**src/core/flash_mbox_pkg.sv**
```systemverilog
// Constants for the flash programming mailbox and status block.
// Assumes a 32-bit Avalon-MM slave with word-aligned register indexes.
package flash_mbox_pkg;
    // Bus and register widths
    localparam int DATA_W = 8;
    localparam int BUS_W  = 32;
    localparam int ADDR_W = 10;
    localparam int IDX_W  = 8;
    // Register indexes; byte address is four times the index
    localparam logic [IDX_W-1:0] IDX_ADDR_HIGH  = 8'hB4;
    localparam logic [IDX_W-1:0] IDX_DATA       = 8'hB5;
    localparam logic [IDX_W-1:0] IDX_STATUS     = 8'hB6;
    localparam logic [IDX_W-1:0] IDX_IRQ_STATUS = 8'hC0;
    localparam logic [IDX_W-1:0] IDX_IRQ_MASK   = 8'hC1;
    // Reset values
    localparam logic [DATA_W-1:0] ADDR_HIGH_RST = 8'h00;
    localparam logic [DATA_W-1:0] DATA_RST      = 8'h00;
    localparam logic [DATA_W-1:0] ZERO_BYTE     = 8'h00;
    // Status field positions
    localparam int BIT_LOCK_ONE   = 7;
    localparam int BIT_LOCK_TWO   = 6;
    localparam int BIT_LOCK_THREE = 5;
    localparam int BIT_DOUBLE     = 3;
    localparam int BIT_BUSY       = 2;
    // Interrupt status and mask layout
    localparam int IRQ_W        = 2;
    localparam int IRQ_DONE     = 0;
    localparam int IRQ_EXT_ONE  = 1;
    localparam logic [IRQ_W-1:0] IRQ_RST = 2'h0;
endpackage

```
**src/core/reg_access_if.sv**
```systemverilog
// Register access carrier between the bus port and the register file.
// Assumes one clock domain; strobes are single-cycle.
`timescale 1ns/1ps
`default_nettype none
interface reg_access_if;
    logic [7:0] idx;      // Register index
    logic [7:0] wdata;    // Write byte
    logic       wr_en;    // Write commit pulse
    logic [7:0] rd_data;  // Read byte for current index
    modport bus_side  (output idx, output wdata, output wr_en, input rd_data);
    modport regs_side (input idx, input wdata, input wr_en, output rd_data);
endinterface
`default_nettype wire

```
**src/core/flash_prog_mailbox_status.sv**
```systemverilog
// Flash programming mailbox, status register and flash-done interrupt routing.
// Assumes the flash engine supplies busy and lock levels on core_clk.
//
// Functional notes
// RQ1 - High address byte register, index B4, reset zero
// RQ2 - Data mailbox register, index B5, reset zero
// RQ3 - Status bit 3 shows six-clock mode
// RQ4 - Status bit 2 busy flag, resets zero
// RQ5 - Software waits for busy clear before commanding
// RQ6 - Status bits 7..5 show inverted lock bits
// RQ7 - Status register ignores writes; spare bits undefined
// RQ8 - Done-irq enable reroutes external interrupt one
//
// The Avalon-MM slave port was decided locally.
`timescale 1ns/1ps
`default_nettype none
module flash_prog_mailbox_status
(
    // Clock and reset
    input  wire logic                                core_clk,
    input  wire logic                                reset_n,
    // Avalon-MM slave
    input  wire logic [flash_mbox_pkg::ADDR_W-1:0]   avs_address,
    input  wire logic                                avs_read,
    input  wire logic                                avs_write,
    input  wire logic [flash_mbox_pkg::BUS_W-1:0]    avs_writedata,
    input  wire logic [3:0]                          avs_byteenable,
    output logic [flash_mbox_pkg::BUS_W-1:0]         avs_readdata,
    output logic                                     avs_waitrequest,
    // Flash engine side
    input  wire logic                                flash_busy,
    input  wire logic                                flash_data_load,
    input  wire logic [flash_mbox_pkg::DATA_W-1:0]   flash_data_in,
    output logic [flash_mbox_pkg::DATA_W-1:0]        flash_addr_high,
    output logic [flash_mbox_pkg::DATA_W-1:0]        flash_data_mailbox,
    // Option and lock levels
    input  wire logic                                double_speed,
    input  wire logic                                lock_one_prog,
    input  wire logic                                lock_two_prog,
    input  wire logic                                lock_three_prog,
    // Interrupt routing
    input  wire logic                                flash_done_irq_enable,
    input  wire logic                                ext_irq_one_n,
    output logic                                     int_one_request,
    output logic                                     irq
);
    import flash_mbox_pkg::*;

    // Carrier to the bus front end
    reg_access_if regs ();

    // Status register image, refreshed every cycle
    logic [DATA_W-1:0] flash_status;
    // Busy one cycle ago, for the completion edge
    logic              busy_q;
    // External interrupt one level one cycle ago
    logic              ext_one_q_n;
    // Sticky events and their mask
    logic [IRQ_W-1:0]  irq_status;
    logic [IRQ_W-1:0]  irq_mask;
    logic [IRQ_W-1:0]  next_irq_status;
    logic [IRQ_W-1:0]  irq_events;
    // Completion of a flash operation
    logic              flash_done;

    // Assemble the status byte; spare bits read zero
    function automatic logic [DATA_W-1:0] status_byte(
        input logic l1, input logic l2, input logic l3,
        input logic dbl, input logic busy);
        logic [DATA_W-1:0] b;
        b = ZERO_BYTE;
        b[BIT_LOCK_ONE]   = !l1;
        b[BIT_LOCK_TWO]   = !l2;
        b[BIT_LOCK_THREE] = !l3;
        b[BIT_DOUBLE]     = dbl;
        b[BIT_BUSY]       = busy;
        return b;
    endfunction

    // Bus front end
    avalon_slave_port u_port (
        .core_clk        (core_clk),
        .reset_n         (reset_n),
        .avs_address     (avs_address),
        .avs_read        (avs_read),
        .avs_write       (avs_write),
        .avs_writedata   (avs_writedata),
        .avs_byteenable  (avs_byteenable),
        .avs_readdata    (avs_readdata),
        .avs_waitrequest (avs_waitrequest),
        .regs            (regs)
    );

    // High address byte, software only
    always_ff @(posedge core_clk)
    begin
        if (!reset_n)
            flash_addr_high <= ADDR_HIGH_RST;  // RQ1
        else if (regs.wr_en && regs.idx == IDX_ADDR_HIGH)
            flash_addr_high <= regs.wdata;     // RQ1
    end

    // Data mailbox; a verify byte from the array beats a software write
    always_ff @(posedge core_clk)
    begin
        if (!reset_n)
            flash_data_mailbox <= DATA_RST;       // RQ2
        else if (flash_data_load)
            flash_data_mailbox <= flash_data_in;  // RQ2
        else if (regs.wr_en && regs.idx == IDX_DATA)
            flash_data_mailbox <= regs.wdata;     // RQ2
    end

    // Status image; no write path exists, so writes leave it alone
    always_ff @(posedge core_clk)
    begin
        if (!reset_n)
            flash_status <= ZERO_BYTE;  // RQ4
        else
            flash_status <= status_byte(lock_one_prog, lock_two_prog,
                                        lock_three_prog, double_speed,
                                        flash_busy);  // RQ3 RQ4 RQ6 RQ7
    end

    // Edge history for completion and external interrupt one
    always_ff @(posedge core_clk)
    begin
        if (!reset_n)
        begin
            busy_q      <= 1'b0;
            ext_one_q_n <= 1'b1;
        end
        else
        begin
            busy_q      <= flash_busy;
            ext_one_q_n <= ext_irq_one_n;
        end
    end

    // Completion is the fall of busy
    assign flash_done = busy_q && !flash_busy;

    // Interrupt one request: completion when rerouted, else the pin level
    always_ff @(posedge core_clk)
    begin
        if (!reset_n)
            int_one_request <= 1'b0;
        else if (flash_done_irq_enable)
            int_one_request <= flash_done;      // RQ8
        else
            int_one_request <= !ext_irq_one_n;  // RQ8
    end

    // Events; the pin edge is dropped while rerouted
    always_comb
    begin
        irq_events = IRQ_RST;
        irq_events[IRQ_DONE]    = flash_done;
        irq_events[IRQ_EXT_ONE] = ext_one_q_n && !ext_irq_one_n
                                  && !flash_done_irq_enable;  // RQ8
    end

    // Write-one-to-clear, but a new event in the same cycle wins
    always_comb
    begin
        next_irq_status = irq_status;
        if (regs.wr_en && regs.idx == IDX_IRQ_STATUS)
            next_irq_status = irq_status & ~regs.wdata[IRQ_W-1:0];
        next_irq_status = next_irq_status | irq_events;
    end

    // Sticky status
    always_ff @(posedge core_clk)
    begin
        if (!reset_n)
            irq_status <= IRQ_RST;
        else
            irq_status <= next_irq_status;
    end

    // Mask, same layout as status
    always_ff @(posedge core_clk)
    begin
        if (!reset_n)
            irq_mask <= IRQ_RST;
        else if (regs.wr_en && regs.idx == IDX_IRQ_MASK)
            irq_mask <= regs.wdata[IRQ_W-1:0];
    end

    // Registered level interrupt from the next status value and the mask
    always_ff @(posedge core_clk)
    begin
        if (!reset_n)
            irq <= 1'b0;
        else
            irq <= |(next_irq_status & irq_mask);
    end

    // Read mux; unmapped indexes read zero
    always_comb
    begin
        unique case (regs.idx)
            IDX_ADDR_HIGH:  regs.rd_data = flash_addr_high;
            IDX_DATA:       regs.rd_data = flash_data_mailbox;
            IDX_STATUS:     regs.rd_data = flash_status;  // RQ7
            IDX_IRQ_STATUS: regs.rd_data = {{(DATA_W-IRQ_W){1'b0}}, irq_status};
            IDX_IRQ_MASK:   regs.rd_data = {{(DATA_W-IRQ_W){1'b0}}, irq_mask};
            default:        regs.rd_data = ZERO_BYTE;
        endcase
    end

    // Checks

    a_addr_high_write: assert property ( // RQ1
        @(posedge core_clk) disable iff (!reset_n)
        regs.wr_en && regs.idx == IDX_ADDR_HIGH
        |=> flash_addr_high == $past(regs.wdata))
        else $error("address high byte did not take the write");

    a_mailbox_load: assert property ( // RQ2
        @(posedge core_clk) disable iff (!reset_n)
        regs.wr_en && regs.idx == IDX_DATA && !flash_data_load
        |=> flash_data_mailbox == $past(regs.wdata))
        else $error("mailbox did not take the write");

    a_clock_mode_bit: assert property ( // RQ3
        @(posedge core_clk) disable iff (!reset_n)
        $rose(double_speed) |=> flash_status[BIT_DOUBLE] ##1 $stable(flash_status[BIT_DOUBLE])
            or !double_speed)
        else $error("clock mode bit does not follow the option");

    a_busy_follows: assert property ( // RQ4
        @(posedge core_clk) disable iff (!reset_n)
        flash_busy ##1 !flash_busy |=> !flash_status[BIT_BUSY] && $past(flash_status[BIT_BUSY]))
        else $error("busy bit did not clear after completion");

    // Sampled reset keeps the release edge, whose image is still zero, out
    a_lock_inverted: assert property ( // RQ6
        @(posedge core_clk) disable iff (!reset_n)
        reset_n |=> flash_status[BIT_LOCK_ONE:BIT_LOCK_THREE]
                 == ~{$past(lock_one_prog), $past(lock_two_prog), $past(lock_three_prog)})
        else $error("lock bits not inverted");

    a_status_readonly: assert property ( // RQ7
        @(posedge core_clk) disable iff (!reset_n)
        regs.wr_en && regs.idx == IDX_STATUS
        |=> $stable(flash_addr_high) && flash_status[BIT_BUSY] == $past(flash_busy))
        else $error("status write disturbed state");

    a_int_one_route: assert property ( // RQ8
        @(posedge core_clk) disable iff (!reset_n)
        flash_done_irq_enable && !flash_done |=> !int_one_request)
        else $error("pin leaked through while rerouted");

    a_done_sticky: assert property (
        @(posedge core_clk) disable iff (!reset_n)
        flash_done |=> irq_status[IRQ_DONE] ##1 (irq == irq_mask[IRQ_DONE]) or !irq_mask[IRQ_DONE])
        else $error("completion event lost");
endmodule
`default_nettype wire

```
**src/core/avalon_slave_port.sv**
```systemverilog
// Avalon-MM slave front end: one wait cycle, then the answer.
// Assumes the master holds its request until waitrequest is low.
`timescale 1ns/1ps
`default_nettype none
module avalon_slave_port
    import flash_mbox_pkg::*;
(
    // Clock and reset
    input  wire logic                                core_clk,
    input  wire logic                                reset_n,
    // Avalon-MM slave
    input  wire logic [flash_mbox_pkg::ADDR_W-1:0]   avs_address,
    input  wire logic                                avs_read,
    input  wire logic                                avs_write,
    input  wire logic [flash_mbox_pkg::BUS_W-1:0]    avs_writedata,
    input  wire logic [3:0]                          avs_byteenable,
    output logic [flash_mbox_pkg::BUS_W-1:0]         avs_readdata,
    output logic                                     avs_waitrequest,
    // Register side
    reg_access_if.bus_side                           regs
);
    // Word index; low address bits ignored for aligned words
    assign regs.idx   = avs_address[ADDR_W-1:2];
    assign regs.wdata = avs_writedata[DATA_W-1:0];
    // Write lands only on the edge that ends the wait, low lane only
    assign regs.wr_en = avs_write && !avs_waitrequest && avs_byteenable[0];

    // Wait state: low for exactly one cycle after a request appears
    always_ff @(posedge core_clk)
    begin
        if (!reset_n)
            avs_waitrequest <= 1'b1;
        else
            avs_waitrequest <= !((avs_read || avs_write) && avs_waitrequest);
    end

    // Read data captured during the wait, stable at the answer edge
    always_ff @(posedge core_clk)
    begin
        if (!reset_n)
            avs_readdata <= 32'h0000_0000;
        else if (avs_read && avs_waitrequest)
            avs_readdata <= {{(BUS_W-DATA_W){1'b0}}, regs.rd_data};
    end
endmodule
`default_nettype wire

```
**config.mk**
```make
export PLATFORM = sky130hd
export DESIGN_NAME = flash_prog_mailbox_status
export DESIGN_NICKNAME = d
export VERILOG_FILES = /design/src/core/flash_mbox_pkg.sv /design/src/core/reg_access_if.sv /design/src/core/flash_prog_mailbox_status.sv /design/src/core/avalon_slave_port.sv
export SDC_FILE = /design/constraint.sdc
export NUM_CORES = 1
export LEC_CHECK = 0
export BUFFER_PORTS_ARGS = -buffer_cell sky130_fd_sc_hd__buf_2
export CELL_PAD_IN_SITES_DETAIL_PLACEMENT = 1
export CELL_PAD_IN_SITES_GLOBAL_PLACEMENT = 1
export CORE_AREA = 2 2 90 92
export DETAILED_ROUTE_END_ITERATION = 12
export DIE_AREA = 0 0 92 94
export PLACE_DENSITY = 0.75
export SLEW_MARGIN = 0
export SYNTH_ARGS = -nofsm -noshare
export SYNTH_HDL_FRONTEND = slang
export SYNTH_SLANG_ARGS = --single-unit
```
**constraint.sdc**
```tcl
create_clock -name core_clk -period 1.8 [get_ports core_clk]
set_input_delay 0.18 -clock core_clk [delete_from_list [all_inputs] [get_ports core_clk]]
set_output_delay 0.18 -clock core_clk [all_outputs]
set_load 0.02 [all_outputs]
```
==> impl_metrics.prom, run 1 <==
# TYPE chip_impl_metric gauge
chip_impl_info{name="status",value="completed"} 1
chip_impl_info{name="critical-path-slowest-cell",value="sky130_fd_sc_hd__nand4bb_1"} 1
chip_impl_metric{name="count_of_flip_flops_with_a_built_in_enable_after_synthesis",unit=""} 0
chip_impl_metric{name="slew_violations",unit=""} 0
chip_impl_metric{name="powerDensity",unit="nW/um^2"} 782.2
chip_impl_info{name="critical_path.reg2reg.startpoint",value="u_port.avs_waitrequest$_SDFF_PN1_"} 1
chip_impl_metric{name="max-slew-margin-rel",unit="%"} 65.98
chip_impl_metric{name="grt_start_max_net_pins",unit=""} 30
chip_impl_metric{name="synthesis.instances",unit=""} 192
chip_impl_metric{name="p_sw_share",unit="%"} 25.71
chip_impl_metric{name="final_ant_viol_nets",unit=""} 0
chip_impl_metric{name="clk-insertion-delay-late",unit="ns"} 0.29
chip_impl_metric{name="final_layout_size_suffix_gt1_share",unit="%"} 33.21
chip_impl_metric{name="dieArea",unit="um^2"} 8648
chip_impl_info{name="hold_start",value="lock_one_prog"} 1
chip_impl_metric{name="ioPinCount",unit=""} 117
chip_impl_metric{name="synth-seq-cells",unit=""} 37
chip_impl_metric{name="total_negative_slack_for_setup_checks",unit="ns"} 0
chip_impl_metric{name="hold_ws",unit="ns"} 0.04013
chip_impl_metric{name="crit_path_max_fanout",unit=""} 6
chip_impl_info{name="cp-end-kind",value="flop"} 1
chip_impl_metric{name="cts.clk_slew.worst_paths",unit="ns"} 0.08
chip_impl_metric{name="yosys.cell_types.count",unit=""} 39
chip_impl_metric{name="setup_viol",unit=""} 0
chip_impl_metric{name="reg2regPathDepth",unit=""} 5
chip_impl_metric{name="dpl_worst_slack",unit="ns"} 0.07502
chip_impl_metric{name="slack_of_the_critical_path",unit="ns"} 0.1641
chip_impl_metric{name="via_count",unit=""} 1626
chip_impl_metric{name="cts_num_sinks",unit=""} 37
chip_impl_metric{name="post-route-drc-count",unit=""} 0
chip_impl_metric{name="htree_num_levels",unit=""} 2
chip_impl_info{name="holdPathEnd",value="flash_status[7]$_SDFF_PN0_"} 1
chip_impl_metric{name="drv_cap",unit=""} 0
chip_impl_metric{name="die-width",unit="um"} 92
chip_impl_metric{name="finalNetCount",unit=""} 327
chip_impl_info{name="worst_path_cell_trace",value="nand4bb_1 > nor4_4 > buf_4 > mux2i_1 > a21oi_1"} 1
chip_impl_metric{name="initial_cell_density_of_the_core",unit="%"} 24.69
chip_impl_metric{name="achievable-frequency",unit="MHz"} 611.3
chip_impl_metric{name="globalRouteOverflowTotal",unit=""} 0
chip_impl_metric{name="syn_to_final_growth",unit="%"} 26.85
chip_impl_metric{name="synth.avg_cell_area",unit="um^2"} 9.782
chip_impl_metric{name="power_switching",unit="mW"} 0.4791
chip_impl_metric{name="first_pass_iters",unit=""} 4
chip_impl_metric{name="worst_hold_path.num_cells",unit=""} 2
chip_impl_info{name="worst_setup_path_start_kind",value="flop"} 1
chip_impl_metric{name="final.fill_count",unit=""} 920
chip_impl_metric{name="antenna-diode-count",unit=""} 0
chip_impl_metric{name="p_int",unit="mW"} 1.384
chip_impl_info{name="rsz0062_at_grt",value="no"} 1
chip_impl_metric{name="drt-wirelength-per-cell",unit="um"} 14.29
chip_impl_metric{name="final_instance_area",unit="um^2"} 2382
chip_impl_metric{name="pwr-share-seq",unit="%"} 46.2
chip_impl_metric{name="dieHeight",unit="um"} 94
chip_impl_metric{name="hold_buffers",unit=""} 0
chip_impl_metric{name="final.min_clock_period",unit="ns"} 1.636
chip_impl_metric{name="synth_seq_area_share",unit="%"} 39.44
chip_impl_metric{name="worst_slew_pin_slew",unit="ns"} 0.5097
chip_impl_metric{name="detailed_place.area",unit="um^2"} 2258
chip_impl_metric{name="global_route_wire_length_before_repair",unit="um"} 8093
chip_impl_metric{name="core.rowCount",unit=""} 32
chip_impl_metric{name="finalClockSkew",unit="ns"} 0.01090
chip_impl_metric{name="wl",unit="um"} 5203
chip_impl_metric{name="worst_ep_required_time",unit="ns"} 1.95
chip_impl_metric{name="vias_in_the_first_global_route",unit=""} 1572
chip_impl_info{name="cts_root_buf",value="sky130_fd_sc_hd__clkbuf_8"} 1
chip_impl_metric{name="static-leakage-power",unit="nW"} 1.003
chip_impl_metric{name="timing.final.crit_share",unit="%"} 90.89
chip_impl_info{name="tritoncts",value="done"} 1
chip_impl_info{name="timing.setup.critical_path_class",value="flop to flop"} 1
chip_impl_metric{name="timing_hold_violations_final",unit=""} 0
chip_impl_metric{name="worst_ir_drop_vdd",unit="V"} 0.0002696
chip_impl_metric{name="tritoncts_buffers",unit=""} 5
chip_impl_metric{name="place.port_buffers",unit=""} 63
chip_impl_metric{name="clock_power_share",unit="%"} 40.3
chip_impl_metric{name="cts_max_path_buffers",unit=""} 2
chip_impl_metric{name="buf_inv_on_cp",unit=""} 1
chip_impl_metric{name="antenna_found_initial",unit=""} 0
chip_impl_metric{name="via_per_inst",unit=""} 4.467
chip_impl_metric{name="critical_path_cell_count",unit=""} 5
chip_impl_metric{name="synthesis.area",unit="um^2"} 1878
chip_impl_info{name="cpLargestDelayFamily",value="simple AND/OR/NAND/NOR gates"} 1
chip_impl_metric{name="arrival",unit="ns"} 1.79
chip_impl_metric{name="hpwlAfterDp",unit="um"} 4085
chip_impl_metric{name="track_usage",unit="%"} 12.08
chip_impl_metric{name="number_of_drc_markers_in_iteration_0",unit=""} 51
chip_impl_metric{name="r2r_slack",unit="ns"} 0.16
chip_impl_info{name="dominantRegCellSynth",value="sky130_fd_sc_hd__dfxtp_1"} 1
chip_impl_metric{name="synth.yosys.warnings",unit=""} 0
chip_impl_metric{name="power.combinational.fraction",unit="%"} 13.5
chip_impl_metric{name="async_reset_ff_share",unit="%"} 0
chip_impl_metric{name="slowest_delay",unit="ns"} 0.39
chip_impl_info{name="crit-reg2reg-capture",value="flash_data_mailbox[5]$_SDFFE_PN0P_"} 1
chip_impl_metric{name="core-area",unit="um^2"} 7607
chip_impl_info{name="worst_hold_path_type",value="input pin to flop"} 1
chip_impl_metric{name="gpl.final_weighted_congestion",unit=""} 0.7966
==> final cells by class <==
type	count	area (um^2)	area share, %
multi-input combinational	142	1003	42.12
clock buffer	7	86.33	3.624
sequential	37	740.7	31.09
clock inverter	1	30.03	1.261
tap	102	127.6	5.357
timing repair buffer	72	382.9	16.07
inverter	3	11.26	0.4727
==> cell usage in the layout, fill, tap and decap left out, drive strengths merged, types with 2 or more instances in the layout <==
cell     instances
nand4b           2
a21oi            8
nand3            2
and2             5
nand2b           3
inv              3
dfxtp           37
nor2             3
a221oi           2
mux2i           24
a31oi            3
conb            24
nor4             2
nand2            2
clkbuf           7
a22oi            8
nor2b           23
buf             72
o2bb2ai          5
a211oi           2
o21ai            8
a31o             2
nand4            2
==> synthesized netlist by cell type, types with 5 or more instances <==
cell type / number / share of area, %
sky130_fd_sc_hd__clkbuf_1: 7 / 1.4
sky130_fd_sc_hd__buf_4: 24 / 9.6
sky130_fd_sc_hd__nor2b_1: 23 / 7.7
sky130_fd_sc_hd__o21ai_0: 8 / 2.1
sky130_fd_sc_hd__a22oi_1: 8 / 3.2
sky130_fd_sc_hd__o2bb2ai_1: 5 / 2.3
sky130_fd_sc_hd__a21oi_1: 8 / 2.1
sky130_fd_sc_hd__dfxtp_1: 37 / 39
sky130_fd_sc_hd__mux2i_1: 24 / 13
==> power by group through the flow <==
stage                     clock network, mW  registers [mW]  logic (mW)
after global routing                  0.810           0.864       0.276
after floorplan                           0           0.894       0.177
after detailed placement                  0           0.880       0.252
after CTS                             0.780           0.861       0.253
final                                 0.751           0.861       0.251
after global placement                    0           0.879       0.248
==> routing by layer <==
layer / vias up / routed length, um / global-route usage (%)
met5: - / 0 / 0
met4: 0 / 78 / 3.856
met3: 8 / 328 / 3.291
met2: 58 / 2381 / 19.55
met1: 771 / 2415 / 15.63
li1: 789 / - / -
==> metrics by stage <==
step	std cells	utilization, %	power, mW
floorplan	215	-	1.072
global placement	356	29.69	1.126
detailed placement	356	29.69	1.132
CTS	364	31.22	1.894
global route	364	31.32	1.951
finish	364	31.32	1.863
==> sequential cells by signal, indices dropped and copies added (netlist names) <==
name	flops
ext_one_q_n	1
flash_addr_high	8
flash_data_mailbox	8
flash_status	5
int_one_request	1
irq	1
irq_mask	2
irq_status	2
u_port.avs_readdata	8
u_port.avs_waitrequest	1
==> logic make-up (layout without fill, tap and decap cells) <==
group	Yosys count	after routing	synth area share (%)
buf+inv	36	83	12.13
flops	37	37	39.44
simple gates	49	49	18.45
compound gates	45	45	16.99
other cells	1	24	0.1997
mux	24	24	12.79
==> worst max path at each step <==
stage                                              end                              start  slack [ns]
floorplan           flash_data_mailbox[0]$_SDFFE_PN0P_  u_port.avs_waitrequest$_SDFF_PN1_        0.13
global placement                        irq$_SDFF_PN0_                     avs_address[7]        0.03
detailed placement                      irq$_SDFF_PN0_                     avs_address[7]        0.08
CTS                                     irq$_SDFF_PN0_  u_port.avs_waitrequest$_SDFF_PN1_        0.12
global route        flash_data_mailbox[0]$_SDFFE_PN0P_  u_port.avs_waitrequest$_SDFF_PN1_        0.05
finish              flash_data_mailbox[5]$_SDFFE_PN0P_  u_port.avs_waitrequest$_SDFF_PN1_        0.16
==> timing repair <==
action	in CTS	in global routing
setup buffers	0	0
endpoints found under the setup margin	0	1
resized for setup	0	1
(Power assumes the default switching activity.)
==> inputs of run 2 (changes only) <==
--- a/config.mk
+++ b/config.mk
@@ -8,10 +8,11 @@
 export BUFFER_PORTS_ARGS = -buffer_cell sky130_fd_sc_hd__buf_2
 export CELL_PAD_IN_SITES_DETAIL_PLACEMENT = 1
 export CELL_PAD_IN_SITES_GLOBAL_PLACEMENT = 1
-export CORE_AREA = 2 2 90 92
+export CORE_AREA = 2 2 74 112
 export DETAILED_ROUTE_END_ITERATION = 12
-export DIE_AREA = 0 0 92 94
+export DIE_AREA = 0 0 76 114
 export PLACE_DENSITY = 0.75
+export SKIP_LAST_GASP = 1
 export SLEW_MARGIN = 0
 export SYNTH_ARGS = -nofsm -noshare
 export SYNTH_HDL_FRONTEND = slang
==> constraint.sdc (replaced) <==
create_clock -name core_clk -period 1.8 [get_ports core_clk]
set_input_delay 0.18 -clock core_clk [delete_from_list [all_inputs] [get_ports core_clk]]
set_output_delay 0.18 -clock core_clk [all_outputs]
set_load 0.1 [all_outputs]
==> run 2 against run 1 <==
- non-clock buffer count fell by 1
- clock power rose by 14%
- register-to-register slack better by 0.02 ns
- setup slack improved by 0.022 ns
- utilization about the same
- maximum frequency rose by 1.4%
- routed wire length up 3.2%
- sequential share of layout area shrank 0.45 points
- flip-flop and latch count unchanged
- hold slack improved by 0.017 ns
- power rose by 20%
- largest cell class unchanged
- highest routed layer unchanged
==> impl_metrics.prom, run 2 (synthesized netlist as in run 1, its figures left out) <==
# TYPE chip_impl_metric gauge
chip_impl_info{name="timing.setup.critical_path_class",value="flop to flop"} 1
chip_impl_metric{name="wl_met1",unit="um"} 2077
chip_impl_metric{name="syn_to_final_growth",unit="%"} 29.38
chip_impl_metric{name="hpwlAfterDp",unit="um"} 4207
chip_impl_metric{name="global_route_wire_length_before_repair",unit="um"} 8397
chip_impl_metric{name="cts.repair_timing.setup_buffer_count",unit=""} 0
chip_impl_info{name="worst_setup_path_start_kind",value="flop"} 1
chip_impl_metric{name="worst_hold_path.num_cells",unit=""} 2
chip_impl_info{name="most-common-layout-cells",value="sky130_fd_sc_hd__buf_2, sky130_fd_sc_hd__dfxtp_1, sky130_fd_sc_hd__mux2i_1, sky130_fd_sc_hd__conb_1, sky130_fd_sc_hd__nor2b_1"} 1
chip_impl_metric{name="via_per_inst",unit=""} 4.353
chip_impl_metric{name="drv_cap",unit=""} 0
chip_impl_info{name="cts_root_buf",value="sky130_fd_sc_hd__clkbuf_16"} 1
chip_impl_metric{name="track_usage",unit="%"} 12.32
chip_impl_info{name="critical-path-slowest-cell",value="sky130_fd_sc_hd__dfxtp_4"} 1
chip_impl_info{name="largest_registers",value="flash_addr_high: 8 flops, flash_data_mailbox: 8 flops, u_port.avs_readdata: 8 flops"} 1
chip_impl_info{name="most_frequent_standard_cell_in_the_layout_excluding_fill_and_tap_cells",value="sky130_fd_sc_hd__buf_2"} 1
chip_impl_metric{name="die-width",unit="um"} 76
chip_impl_info{name="critical_path.reg2reg.startpoint",value="u_port.avs_waitrequest$_SDFF_PN1_"} 1
chip_impl_info{name="worst_hold_path_type",value="input pin to flop"} 1
chip_impl_metric{name="antenna-diode-count",unit=""} 0
chip_impl_metric{name="dieHeight",unit="um"} 114
chip_impl_info{name="crit-reg2reg-capture",value="flash_data_mailbox[1]$_SDFFE_PN0P_"} 1
chip_impl_metric{name="final_instance_area",unit="um^2"} 2430
chip_impl_metric{name="htree_num_levels",unit=""} 2
chip_impl_info{name="holdPathEnd",value="flash_status[7]$_SDFF_PN0_"} 1
chip_impl_metric{name="setup_viol",unit=""} 0
chip_impl_info{name="tritoncts",value="done"} 1
chip_impl_metric{name="first_pass_iters",unit=""} 4
chip_impl_metric{name="worst_ep_required_time",unit="ns"} 1.94
chip_impl_metric{name="clk-insertion-delay-late",unit="ns"} 0.27
chip_impl_metric{name="arrival",unit="ns"} 1.75
chip_impl_metric{name="grt_start_max_net_pins",unit=""} 29
chip_impl_metric{name="final_cell_count_no_fill",unit=""} 365
chip_impl_info{name="routed.top_layer",value="met4"} 1
chip_impl_metric{name="finalNetCount",unit=""} 326
chip_impl_metric{name="cts_num_sinks",unit=""} 37
chip_impl_metric{name="hold_buffers",unit=""} 0
chip_impl_info{name="cp-end-kind",value="flop"} 1
chip_impl_metric{name="powerDensity",unit="nW/um^2"} 919.8
chip_impl_metric{name="wl",unit="um"} 5367
chip_impl_metric{name="reg2regPathDepth",unit=""} 5
chip_impl_metric{name="worst_slew_pin_slew",unit="ns"} 0.5105
chip_impl_metric{name="core.rowCount",unit=""} 40
chip_impl_info{name="rsz0062_at_grt",value="no"} 1
chip_impl_metric{name="route.met3.wl",unit="um"} 293
chip_impl_metric{name="initial_cell_density_of_the_core",unit="%"} 24.21
chip_impl_metric{name="timing.final.crit_share",unit="%"} 89.65
chip_impl_metric{name="post-route-drc-count",unit=""} 0
chip_impl_metric{name="static-leakage-power",unit="nW"} 1.016
chip_impl_metric{name="core-area",unit="um^2"} 7757
chip_impl_metric{name="detailed_place.area",unit="um^2"} 2287
chip_impl_metric{name="max-slew-margin-rel",unit="%"} 66.20
chip_impl_metric{name="timing_hold_violations_final",unit=""} 0
chip_impl_metric{name="gpl.final_weighted_congestion",unit=""} 0.7959
chip_impl_metric{name="ioPinCount",unit=""} 117
chip_impl_info{name="status",value="completed"} 1
chip_impl_metric{name="final.fill_count",unit=""} 925
chip_impl_metric{name="cts.clk_slew.worst_paths",unit="ns"} 0.06
chip_impl_metric{name="via_count",unit=""} 1589
chip_impl_metric{name="slew_violations",unit=""} 0
chip_impl_metric{name="crit_path_max_fanout",unit=""} 8
chip_impl_metric{name="worst_ir_drop_vdd",unit="V"} 0.0005059
chip_impl_metric{name="seqCellArea",unit="um^2"} 744.5
chip_impl_metric{name="numPlacedInstances",unit=""} 358
chip_impl_metric{name="r2r_slack",unit="ns"} 0.19
chip_impl_metric{name="dieArea",unit="um^2"} 8664
chip_impl_info{name="worst_path_cell_trace",value="nand4bb_4 > nor4_4 > buf_12 > mux2i_1 > a21oi_1"} 1
chip_impl_metric{name="antenna_found_initial",unit=""} 0
chip_impl_metric{name="number_of_drc_markers_in_iteration_0",unit=""} 55
chip_impl_metric{name="cts_max_path_buffers",unit=""} 2
chip_impl_metric{name="final_ant_viol_nets",unit=""} 0
chip_impl_metric{name="finalClockSkew",unit="ns"} 0.003365
chip_impl_metric{name="multi_input_comb_area",unit="um^2"} 1012
chip_impl_metric{name="total_negative_slack_for_setup_checks",unit="ns"} 0
chip_impl_metric{name="vias_in_the_first_global_route",unit=""} 1635
chip_impl_metric{name="route.met2.wl",unit="um"} 2944
chip_impl_metric{name="achievable-frequency",unit="MHz"} 619.7
chip_impl_metric{name="drt-wirelength-per-cell",unit="um"} 14.70
chip_impl_metric{name="post_cts_resize_count",unit=""} 0
chip_impl_metric{name="tritoncts_buffers",unit=""} 5
chip_impl_metric{name="slowest_delay",unit="ns"} 0.36
chip_impl_metric{name="place.port_buffers",unit=""} 63
chip_impl_info{name="hold_start",value="lock_one_prog"} 1
chip_impl_metric{name="final_layout_size_suffix_gt1_share",unit="%"} 33.08
chip_impl_metric{name="globalRouteOverflowTotal",unit=""} 0
chip_impl_metric{name="final.min_clock_period",unit="ns"} 1.614
-- run 2: worst max-delay path: cells and delay by family, from the launching register on --
| family | cells | cell delay (ns) |
|---|---|---|
| muxes | 1 | 0.21 |
| buffers and inverters | 1 | 0.19 |
| DFF | 1 | 0.36 |
| AOI/OAI and AO/OA | 1 | 0.08 |
| and+or+nand+nor | 2 | 0.64 |
-- run 2: worst max path at each step --
stage / from / endpoint / slack, ns / depth (start not counted)
after floorplan: u_port.avs_waitrequest$_SDFF_PN1_ / flash_data_mailbox[0]$_SDFFE_PN0P_ / 0.01 / 4
after global placement: avs_address[7] / irq$_SDFF_PN0_ / 0.08 / 5
after detailed placement: avs_address[7] / irq$_SDFF_PN0_ / 0.05 / 5
after CTS: u_port.avs_waitrequest$_SDFF_PN1_ / flash_data_mailbox[1]$_SDFFE_PN0P_ / 0.17 / 5
after global routing: u_port.avs_waitrequest$_SDFF_PN1_ / flash_data_mailbox[7]$_SDFFE_PN0P_ / 0.11 / 5
final: u_port.avs_waitrequest$_SDFF_PN1_ / flash_data_mailbox[1]$_SDFFE_PN0P_ / 0.19 / 5
-- run 2: metrics by stage --
step	util (%)	hold slack (ns)	worst slack, ns	total power [mW]
floorplan	-	0.2516	0.01375	1.340
detailed placement	29.48	0.3389	0.05377	1.396
global placement	29.48	0.3416	0.08171	1.392
global route	31.32	0.06057	0.1146	2.327
CTS	31.32	0.04986	0.1696	2.263
finish	31.32	0.05722	0.1863	2.235
-- run 2: report_power, final --
part           internal, mW  switching (mW)
registers             0.845          0.0173
clock network         0.544           0.314
logic                0.0893           0.426
-- run 2: final cells by class --
| type | instances | area share [%] |
|---|---|---|
| inverters | 3 | 0.4634 |
| well taps | 105 | 5.407 |
| flip-flops and latches | 37 | 30.64 |
| repair buffers | 71 | 15.96 |
| multi-input cells | 142 | 41.66 |
| clock buffers | 7 | 5.870 |
-- run 2: metal layers --
metal / up-vias / global-route usage, %
met1: 749 / 12.63
met4: 0 / 3.636
met5: - / 0
met2: 58 / 24.82
met3: 4 / 2.532
li1: 778 / -
